===== src/pkg/core_timer_pkg.sv =====
// Purpose: constants and types shared by the core timer block
// Assumes: register indices are word indices, byte address = 4 * index
// Notes:   counts are in bus clock cycles
package core_timer_pkg;

    // register word indices
    localparam logic [15:0] IDX_STATUS_CONTROL = 16'h0008;
    localparam logic [15:0] IDX_COUNT          = 16'h0009;
    localparam logic [15:0] IDX_OPTION         = 16'h001d;
    localparam logic [15:0] IDX_SERVICE        = 16'h3ff0;
    localparam logic [15:0] IDX_EVT_STATUS     = 16'h0020;
    localparam logic [15:0] IDX_EVT_MASK       = 16'h0021;

    // reset vector fetched after a watchdog reset
    localparam logic [15:0] RESET_VECTOR_HI    = 16'h3ffe;
    localparam logic [15:0] RESET_VECTOR_LO    = 16'h3fff;

    // status and control, option, service and event field positions
    localparam int BIT_OVF_FLAG   = 7;
    localparam int BIT_TICK_FLAG  = 6;
    localparam int BIT_OVF_IE     = 5;
    localparam int BIT_TICK_IE    = 4;
    localparam int BIT_RATE_HI    = 1;
    localparam int BIT_RATE_LO    = 0;
    localparam int BIT_WDOG_EN    = 6;
    localparam int BIT_SERVICE    = 0;
    localparam int EVT_OVF        = 0;
    localparam int EVT_TICK       = 1;

    // reset values
    localparam logic [1:0] RATE_RESET     = 2'h3;
    localparam logic [1:0] EVT_MASK_RESET = 2'h0;

    // chain layout: prescaler [1:0], counter [9:2], extra [13:10], tick stages [16:14]
    localparam int CHAIN_W     = 17;
    localparam int COUNT_LSB   = 2;
    localparam int COUNT_MSB   = 9;
    localparam int OVF_MSB     = 9;
    localparam logic [CHAIN_W-1:0] CHAIN_ONE  = 17'h0_0001;
    localparam logic [CHAIN_W-1:0] CHAIN_FULL = 17'h1_ffff;
    localparam logic [1:0]         RATE_TOP   = 2'h3;

    // power-on sequence length
    localparam int          POR_CYCLES = 4064;
    localparam logic [11:0] POR_LAST   = 12'(POR_CYCLES - 1);

    // watchdog time-out in selected ticks
    localparam int         WDOG_TICKS = 7;
    localparam logic [2:0] WDOG_LAST  = 3'(WDOG_TICKS - 1);

    typedef enum logic {PH_POR, PH_RUN} phase_t;

endpackage


===== src/design/core_timer.sv =====
// Purpose: core timer with overflow, periodic tick and watchdog, classic Wishbone slave
// Assumes: rst_i is power-on reset; ext_reset_i is the external reset pin
// Notes:   all state lives in one packed struct
//
// The implementer's own choice: the Wishbone register port.
`timescale 1ns/1ps

module core_timer
(
    // clock and reset
    input  wire logic        clk_i,
    input  wire logic        rst_i,
    // external reset pin
    input  wire logic        ext_reset_i,
    // wishbone slave
    input  wire logic        wb_cyc_i,
    input  wire logic        wb_stb_i,
    input  wire logic        wb_we_i,
    input  wire logic [17:0] wb_adr_i,
    input  wire logic [3:0]  wb_sel_i,
    input  wire logic [31:0] wb_dat_i,
    output logic      [31:0] wb_dat_o,
    output logic             wb_ack_o,
    // cpu side
    input  wire logic        stop_req_i,
    output logic             stop_ack_o,
    output logic             irq_o,
    output logic             wdog_reset_o,
    output logic             por_busy_o,
    output logic      [15:0] reset_vector_o
);

    ////////////////////////////////////////////////////////////////////////////////
    // state

    typedef struct packed {
        core_timer_pkg::phase_t          phase;
        logic [core_timer_pkg::CHAIN_W-1:0] chain;
        logic                            ovf_flag;
        logic                            tick_flag;
        logic                            ovf_ie;
        logic                            tick_ie;
        logic [1:0]                      rate;
        logic                            wdog_en;
        logic [2:0]                      wdog_cnt;
        logic                            wdog_rst;
        logic [1:0]                      evt_status;
        logic [1:0]                      evt_mask;
        logic                            ext_meta;
        logic                            ext_sync;
        logic                            ack;
        logic [31:0]                     rdata;
    } state_t;

    localparam state_t STATE_RESET = '{
        phase:      core_timer_pkg::PH_POR,
        chain:      '0,
        ovf_flag:   1'b0,
        tick_flag:  1'b0,
        ovf_ie:     1'b0,
        tick_ie:    1'b0,
        rate:       core_timer_pkg::RATE_RESET,
        wdog_en:    1'b1,
        wdog_cnt:   3'h0,
        wdog_rst:   1'b0,
        evt_status: 2'h0,
        evt_mask:   core_timer_pkg::EVT_MASK_RESET,
        ext_meta:   1'b0,
        ext_sync:   1'b0,
        ack:        1'b0,
        rdata:      32'h0000_0000
    };

    state_t q;
    state_t d;

    logic [15:0]                         idx;
    logic                                acc;
    logic                                wr_lane0;
    logic                                rd;
    logic                                running;
    logic                                ovf_evt;
    logic                                tick_evt;
    logic                                service_wr;
    logic                                timeout;
    logic [core_timer_pkg::CHAIN_W-1:0]  tick_mask;

    ////////////////////////////////////////////////////////////////////////////////
    // decode and events

    assign idx        = wb_adr_i[17:2];
    assign acc        = wb_cyc_i & wb_stb_i & ~q.ack;
    assign wr_lane0   = acc & wb_we_i & wb_sel_i[0];
    assign rd         = acc & ~wb_we_i;
    assign running    = (q.phase == core_timer_pkg::PH_RUN) & ~q.ext_sync;
    assign ovf_evt    = running & (&q.chain[core_timer_pkg::OVF_MSB:0]);
    // tick when the low 14 + rate bits are all ones
    assign tick_mask  = core_timer_pkg::CHAIN_FULL >> (core_timer_pkg::RATE_TOP - q.rate);
    assign tick_evt   = running & (&(q.chain | ~tick_mask));
    assign service_wr = wr_lane0 & running & (idx == core_timer_pkg::IDX_SERVICE)
                        & ~wb_dat_i[core_timer_pkg::BIT_SERVICE];
    assign timeout    = q.wdog_en & tick_evt & ~service_wr
                        & (q.wdog_cnt == core_timer_pkg::WDOG_LAST);

    ////////////////////////////////////////////////////////////////////////////////
    // next state

    always_comb
    begin
        d          = q;
        d.ack      = acc;
        d.ext_meta = ext_reset_i;
        d.ext_sync = q.ext_meta;
        d.wdog_rst = 1'b0;

        // register reads, event status read clears sticky events
        if (rd)
        begin
            d.rdata = 32'h0000_0000;
            if (idx == core_timer_pkg::IDX_STATUS_CONTROL)
            begin
                d.rdata[core_timer_pkg::BIT_OVF_FLAG]  = q.ovf_flag;
                d.rdata[core_timer_pkg::BIT_TICK_FLAG] = q.tick_flag;
                d.rdata[core_timer_pkg::BIT_OVF_IE]    = q.ovf_ie;
                d.rdata[core_timer_pkg::BIT_TICK_IE]   = q.tick_ie;
                d.rdata[core_timer_pkg::BIT_RATE_HI:core_timer_pkg::BIT_RATE_LO] = q.rate;
            end
            else if (idx == core_timer_pkg::IDX_COUNT)
            begin
                d.rdata[7:0] = q.chain[core_timer_pkg::COUNT_MSB:core_timer_pkg::COUNT_LSB];
            end
            else if (idx == core_timer_pkg::IDX_OPTION)
            begin
                d.rdata[core_timer_pkg::BIT_WDOG_EN] = q.wdog_en;
            end
            else if (idx == core_timer_pkg::IDX_EVT_STATUS)
            begin
                d.rdata[1:0] = q.evt_status;
                d.evt_status = 2'h0;
            end
            else if (idx == core_timer_pkg::IDX_EVT_MASK)
            begin
                d.rdata[1:0] = q.evt_mask;
            end
        end

        // register writes
        if (wr_lane0 && running)
        begin
            if (idx == core_timer_pkg::IDX_STATUS_CONTROL)
            begin
                if (!wb_dat_i[core_timer_pkg::BIT_OVF_FLAG])
                begin
                    d.ovf_flag = 1'b0;
                end
                if (!wb_dat_i[core_timer_pkg::BIT_TICK_FLAG])
                begin
                    d.tick_flag = 1'b0;
                end
                d.ovf_ie  = wb_dat_i[core_timer_pkg::BIT_OVF_IE];
                d.tick_ie = wb_dat_i[core_timer_pkg::BIT_TICK_IE];
                d.rate    = wb_dat_i[core_timer_pkg::BIT_RATE_HI:core_timer_pkg::BIT_RATE_LO];
            end
            else if (idx == core_timer_pkg::IDX_OPTION)
            begin
                if (!wb_dat_i[core_timer_pkg::BIT_WDOG_EN])
                begin
                    d.wdog_en = 1'b0;
                end
            end
            else if (idx == core_timer_pkg::IDX_EVT_MASK)
            begin
                d.evt_mask = wb_dat_i[1:0];
            end
        end

        // counter chain
        case (q.phase)
            core_timer_pkg::PH_POR:
            begin
                if (q.chain[11:0] == core_timer_pkg::POR_LAST)
                begin
                    d.chain = '0;
                    d.phase = core_timer_pkg::PH_RUN;
                end
                else
                begin
                    d.chain = q.chain + core_timer_pkg::CHAIN_ONE;
                end
            end
            default:
            begin
                d.chain = q.chain + core_timer_pkg::CHAIN_ONE;
            end
        endcase

        // events set after clears so a set wins
        if (ovf_evt)
        begin
            d.ovf_flag                           = 1'b1;
            d.evt_status[core_timer_pkg::EVT_OVF] = 1'b1;
        end
        if (tick_evt)
        begin
            d.tick_flag                           = 1'b1;
            d.evt_status[core_timer_pkg::EVT_TICK] = 1'b1;
        end

        // watchdog divider
        if (service_wr)
        begin
            d.wdog_cnt = 3'h0;
        end
        else if (tick_evt && q.wdog_en)
        begin
            d.wdog_cnt = q.wdog_cnt + 3'h1;
        end

        // external or watchdog reset restores reset values of the timer fields; evt_status, phase, ack, rdata and the ext sync stages are left alone
        if (q.ext_sync || timeout)
        begin
            d.chain     = '0;
            d.ovf_flag  = 1'b0;
            d.tick_flag = 1'b0;
            d.ovf_ie    = 1'b0;
            d.tick_ie   = 1'b0;
            d.rate      = core_timer_pkg::RATE_RESET;
            d.wdog_en   = 1'b1;
            d.wdog_cnt  = 3'h0;
            d.evt_mask  = core_timer_pkg::EVT_MASK_RESET;
            d.wdog_rst  = timeout;
        end
    end

    always_ff @(posedge clk_i or posedge rst_i)
    begin
        if (rst_i)
        begin
            q <= STATE_RESET;
        end
        else
        begin
            q <= d;
        end
    end

    ////////////////////////////////////////////////////////////////////////////////
    // outputs

    assign wb_dat_o       = q.rdata;
    assign wb_ack_o       = q.ack;
    assign stop_ack_o     = stop_req_i & ~q.wdog_en;
    assign irq_o          = (q.ovf_flag & q.ovf_ie) | (q.tick_flag & q.tick_ie)
                            | (|(q.evt_status & q.evt_mask));
    assign wdog_reset_o   = q.wdog_rst;
    assign por_busy_o     = (q.phase == core_timer_pkg::PH_POR);
    assign reset_vector_o = core_timer_pkg::RESET_VECTOR_HI;

    logic plain_run;
    assign plain_run = running & ~timeout;
endmodule


===== config.mk =====
export PLATFORM = sky130hd
export DESIGN_NAME = core_timer
export DESIGN_NICKNAME = d
export VERILOG_FILES = /design/src/pkg/core_timer_pkg.sv /design/src/design/core_timer.sv
export SDC_FILE = /design/constraint.sdc
export NUM_CORES = 1
export LEC_CHECK = 0
export ABC_AREA = 1
export BUFFER_PORTS_ARGS = -buffer_cell sky130_fd_sc_hd__buf_4
export CORE_UTILIZATION = 40
export DETAILED_ROUTE_END_ITERATION = 8
export PLACE_DENSITY = 0.68
export REMOVE_ABC_BUFFERS = 1
export SETUP_SLACK_MARGIN = 0.4
export SYNTH_ARGS = -nofsm -noshare
export SYNTH_HDL_FRONTEND = slang
export SYNTH_SLANG_ARGS = --single-unit

===== constraint.sdc =====
create_clock -name clk_i -period 3.1 [get_ports clk_i]
set_input_delay 0.155 -clock clk_i [delete_from_list [all_inputs] [get_ports clk_i]]
set_output_delay 0.155 -clock clk_i [all_outputs]
set_load 0.05 [all_outputs]

Word level (Yosys, flattened, before mapping)
Index checks and enable logic that the tools add are counted.

word-level totals
  register bits = 44
  output and inout bits = 53

cells by class
  add/sub/neg operators = 3
  equality and inequality tests = 19
  shift operators = 1
  muxes and demuxes = 38
  bitwise logic cells = 29
  reduce and logical (&&, ||, !) cells = 26

operator list
  operator                 number
  $mux W17                 2
  $eq A16 B4 Y1 const B    2
  $eq A16 B6 Y1 const B    2
  $mux W2                  16
  $mux W28                 1
  $add A17 B1 Y17 const B  1
  $and A1 B1 Y1            17
  $not A17 Y17             1
  $or A17 B17 Y17          1
  $reduce_and A17 Y1       1
  $shr A17 B2 Y17 const A  1
  $eq A16 B14 Y1 const B   1
  $eq A16 B5 Y1 const B    1
  $reduce_bool A2 Y1       8
  $reduce_bool A3 Y1       5
  $mux W1                  13
  $eq A12 B12 Y1 const B   1
  $ne A2 B2 Y1 const B     6
  $reduce_and A10 Y1       1
  $reduce_and A5 Y1        2
  $mux W4                  2
  $reduce_and A4 Y1        2
  $mux W7                  1
  $not A1 Y1               7
  other kinds (14)         21

Depth between registers and ports, before layout
  word-level depth = 13
  mapped depth = 11
  mapped depth without buffers = 10

Worst setup path before layout
No wires, ideal clock.

  kind = reg-to-reg
  start point = register q (netlist bit wb_ack_o)
  end point = register q[61] (netlist bit)
  setup time = 0.071 ns
  arrival time = 1.563 ns
  path slack = 1.466 ns
  stages on the path, launching flop included = 9
  buffers on the path = 1
  period minus slack after synthesis = 1.634 ns
  cells stage by stage = dfrtp_1 > inv_1 > nand3_1 > nor3_4 > nand3_1 > nand3_2 > nand2_4 > buf_6 > nor2_2

RTL lines
  what                      RTL line           text
  start: declaration        core_timer.sv:74   state_t q;
  start signal: assignment  core_timer.sv:239  q <= STATE_RESET;
  start signal: assignment  core_timer.sv:243  q <= d;

==> out/summary.md <==
The total global-route track usage is 17.8%, and the sum of buffers and inverters on the critical path is 0. In this design, the stage delay of the slowest critical-path cell is 0.50 ns. In this run the tightest slew margin relative to its limit is 52.3%.

The most common cell in the synthesized netlist is sky130_fd_sc_hd__nand2_1. For the met1 routing resource usage after global routing, the log shows 22.0%. The final-report max-slew violation count is 0, and the residual overflow from global routing is 0. The tools report the setup-violating endpoint count in the final report as 0.

STA classifies the critical path startpoint as a flip-flop. The tree built by TritonCTS fans out to 44 sinks. The via count of the first global-routing pass came out at 2,310.

Clock latency on the worst-skew pair, taken at its later pin, is 0.30 ns. For the initial antenna violation count, the log shows 0. Maximum level of the CTS H-tree: 2. The biggest fanout along the worst timing path works out to 16. The type of the most critical hold path was in2reg.

The mean post-synth cell area was 7.30 um^2. For this run, asynchronously set or reset flops after synthesis account for 100%. The final setup TNS came out at 0 ns. Of the total synthesized cell area, the portion taken by full adders, half adders and majority gates is 1.25%. After Yosys synthesis, XOR and XNOR cells account for 2.04% of the synthesized area. After the last flow step, the layout net total stands at 512. Total of warnings raised by yosys: 0. TritonCTS built the clock tree.

The layout has 740 filler cells. The worst-case IR drop observed on VDD is 210 uV. The first global-routing pass estimated 10,700 um of wire. The signal on the critical path passes through nand2_1 > nor3_1 > nand3_1 > o221ai_1 > nor2_2. For the cell area after placement, the log shows 3200 um^2.

The peak-usage layer in the global routing report is met2. The number of cells in the design after placement was 538; the area share of the largest cell type after synthesis was 34.1%. The endpoint kind of the worst setup timing path was a flip-flop. In the global route stage, met2 resource usage came out at 31.3%. Measured along the x axis, the die boundary spans 88.7 um. Synthesis instantiated 36 different standard cells from the library. The transition time at the pin with the least slew margin was 0.712 ns; the simple-gate share of the synthesized area was 32.1%. For this run, the detailed router's first-pass iteration total came to 5.

The estimated wirelength of the detail-placed design was 4890 um. The completed layout was analyzed and its total power is 1.18 mW. Row generation in the floorplan step produced 31 rows. The predominant post-synthesis flop cell is sky130_fd_sc_hd__dfrtp_1. The final instance area came out at 3300 um^2. After synthesis the netlist holds a flip-flop and latch count of 44.

Clock-pin slew was measured on the worst setup and hold paths at 0.08 ns. The tools report the mapped cell area as 3010 um^2. The total clock buffers created by CTS was 5; the total power divided by cell area was 358 nW/um^2.

Across the routed clock network, the largest skew measured is 0.0129 ns. In the final routed layout, each cell accounts on average for 11.9 um. The wire length reported by the detailed router is 6500 um.

By area, the combinational part of the netlist is dominated by simple AND/OR/NAND/NOR gates. The post-route antenna net violation count came out at 0. Relative to the synthesized area, the layout overhead comes to 9.81%. Excluding fillers, the count of instances in the completed layout stands at 547.

Sequential-to-total area share from yosys stat: 36.7%. The cell sitting at the root of the clock tree is a sky130_fd_sc_hd__clkbuf_8. Synthesis produced 412 cells. I/O pin total: 114.

The total of buffers placed on input and output ports is 42. The number of resized instances in the post-cts repair step was 0; the post-synthesis compound-gate area fraction was 7.69%. The critical path is of the reg2reg type. The share of final-layout standard cells stronger than drive strength 1 works out to 16.7%. The core region is 7250 um^2. Routability-driven placement finished with a final weighted congestion of 0.919. The time the worst path needs with I/O delays and setup is 1.93 ns, and the DRC violation total after the first TritonRoute iteration is 131. Of the available clock period, the critical path in the final layout requires 62.3%. Counting instances in the post-synthesis netlist gives the leading cell types as sky130_fd_sc_hd__nand2_1 (83), sky130_fd_sc_hd__nor2_1 (58), sky130_fd_sc_hd__buf_4 (49), sky130_fd_sc_hd__inv_1 (49), sky130_fd_sc_hd__dfrtp_1 (41). Once the floorplan was initialized, standard cells occupied 41.5% of the core. Among cell families on the critical path, the largest total delay comes from simple AND/OR/NAND/NOR gates. Of the post-synthesis cell area, the part taken by muxes is 0%. In the routed design, unresolved DRC markers number 0. The leakage power total is 1.63 nW, and the height of the die is 88.7 um.

For the worst setup path, the data required time is 3.28 ns. In the routed layout, each cell is associated on average with a via count of 4.65. The flow ran to the end, and the final reports show no timing, DRC or antenna violations. The number of vias after detailed routing was 2,546; the count of max-cap constraint violations was 0. Most area-hungry cell type in the Yosys netlist: sky130_fd_sc_hd__dfrtp_1.

In this run the deepest clock path goes through 2 buffers. The logs give 30 for the largest net degree at the start of global routing and 2.11 ns for the signal arrival time at the worst endpoint. The run gives 1100 um^2 as the area used by sequential logic in the layout. The cell with the biggest individual delay on the critical path was sky130_fd_sc_hd__nand3_1.

The number of hold-slack violations in the final timing report is 0. Area of the die: 7870 um^2. By area the synthesized netlist is led by sky130_fd_sc_hd__dfrtp_1 (34%), sky130_fd_sc_hd__buf_4 (12%), sky130_fd_sc_hd__nand2_1 (10%). Number of antenna diodes: 0.

Static timing analysis puts the maximum clock frequency at 518 MHz. Setup repair after global routing left no endpoint under its margin. The area of the multi-input gates was 1450 um^2. Global routing consumed, on the met3 layer, 3.17% of the routing resources. In this run, synthesis inferred 0 flip-flops with an integrated enable.
logic make-up after synthesis:
family	Yosys count
other	2
xor gates and xnor gates	7
adders and majority gates	3
AOI/OAI and AO/OA	36
buffers and inverters	107
and+or+nand+nor	213
DFF	44
metrics by stage:
stage / setup slack, ns / utilization, % / hold WS, ns
after floorplan: 1.44 / - / 0.186
after global placement: 1.18 / 44.2 / 0.174
after detailed placement: 1.16 / 44.2 / 0.179
after CTS: 1.15 / 45.6 / 0.114
after global routing: 0.968 / 45.6 / 0.126
final: 1.17 / 45.6 / 0.114
layer usage:
layer | up-vias | routed length, um
li1 | 1291 | -
met1 | 1173 | 2920
met2 | 76 | 3190
met3 | 6 | 301
met4 | 0 | 87
met5 | - | 0
cells in the final DEF (no fill, tap or decap):
cell type	instances
sky130_fd_sc_hd__clkinv_1	2
sky130_fd_sc_hd__a21oi_1	4
sky130_fd_sc_hd__clkbuf_8	5
sky130_fd_sc_hd__a31oi_1	3
sky130_fd_sc_hd__clkinvlp_4	1
sky130_fd_sc_hd__o22ai_1	2
sky130_fd_sc_hd__nand3_1	36
sky130_fd_sc_hd__nand4_1	13
sky130_fd_sc_hd__dfstp_2	3
sky130_fd_sc_hd__nand3_2	2
sky130_fd_sc_hd__buf_4	45
sky130_fd_sc_hd__o21bai_1	6
sky130_fd_sc_hd__ha_1	3
sky130_fd_sc_hd__clkinv_2	1
sky130_fd_sc_hd__o211ai_1	5
sky130_fd_sc_hd__nor3_4	1
sky130_fd_sc_hd__nand2_4	1
sky130_fd_sc_hd__inv_2	1
sky130_fd_sc_hd__a21boi_0	1
sky130_fd_sc_hd__nand2_1	83
sky130_fd_sc_hd__a31o_2	1
sky130_fd_sc_hd__and2_1	1
sky130_fd_sc_hd__or2_2	1
sky130_fd_sc_hd__o21ai_0	11
sky130_fd_sc_hd__nor2_2	8
sky130_fd_sc_hd__nor3_1	3
sky130_fd_sc_hd__nor2_4	2
sky130_fd_sc_hd__nand2_2	3
sky130_fd_sc_hd__nor3b_1	1
sky130_fd_sc_hd__xor2_1	5
sky130_fd_sc_hd__dfrtp_1	41
sky130_fd_sc_hd__nor2_1	58
sky130_fd_sc_hd__conb_1	40
sky130_fd_sc_hd__xnor2_1	2
sky130_fd_sc_hd__inv_1	48
sky130_fd_sc_hd__dlygate4sd3_1	2
sky130_fd_sc_hd__o221ai_1	3
repair_timing:
action / CTS / global route
endpoints found under the hold margin: 16 / 0
hold buffers: 2 / 0
endpoints found under the setup margin: 0 / 0
buffers inserted: 0 / 0
flip-flops by register name, indices dropped and copies added, names as in the netlist:
signal	count
wb_dat_o	8
q	33
d	1
wdog_reset_o	1
wb_ack_o	1
worst paths after layout:
kind | to | startpoint | slack, ns | cells past startpoint
setup / recovery | q[61]$_DFF_PP0_ | q[56]$_DFF_PP0_ | 1.17 | 5
hold / removal | q[45]$_DFFE_PP1P_ | wb_dat_i[1] | 0.11 | 3
setup reg to reg | q[61]$_DFF_PP0_ | q[56]$_DFF_PP0_ | 1.17 | 5
hold reg to reg | q[33]$_DFF_PP0_ | d[33]$_DFF_PP0_ | 0.36 | 0
max in group asynchronous | q[44]$_DFFE_PP1P_ | rst_i | 1.94 | 4
min in group asynchronous | q[51]$_DFF_PP0_ | rst_i | 0.39 | 3
power by group:
group	internal, mW	total [mW]	switching (mW)
logic	0.0511	0.238	0.187
clock network	0.153	0.348	0.196
registers	0.586	0.596	0.00981
total	0.790	1.18	0.393
layout make-up:
cell class              instances  area share [%]
multi-input cells             299            43.7
well taps                      99            3.75
inverters                      51            5.79
repair buffers                 47            10.8
flip-flops and latches         44            33.4
clock inverters                 2           0.379
clock buffers                   5            2.08
worst reg2reg max path, cell delays in order, from the launching register on:
cell and delay [ns]:
sky130_fd_sc_hd__dfrtp_1 0.46, sky130_fd_sc_hd__nand2_1 0.17, sky130_fd_sc_hd__nor3_1 0.22, sky130_fd_sc_hd__nand3_1 0.50, sky130_fd_sc_hd__o221ai_1 0.41, sky130_fd_sc_hd__nor2_2 0.05
(Power assumes the default switching activity.)
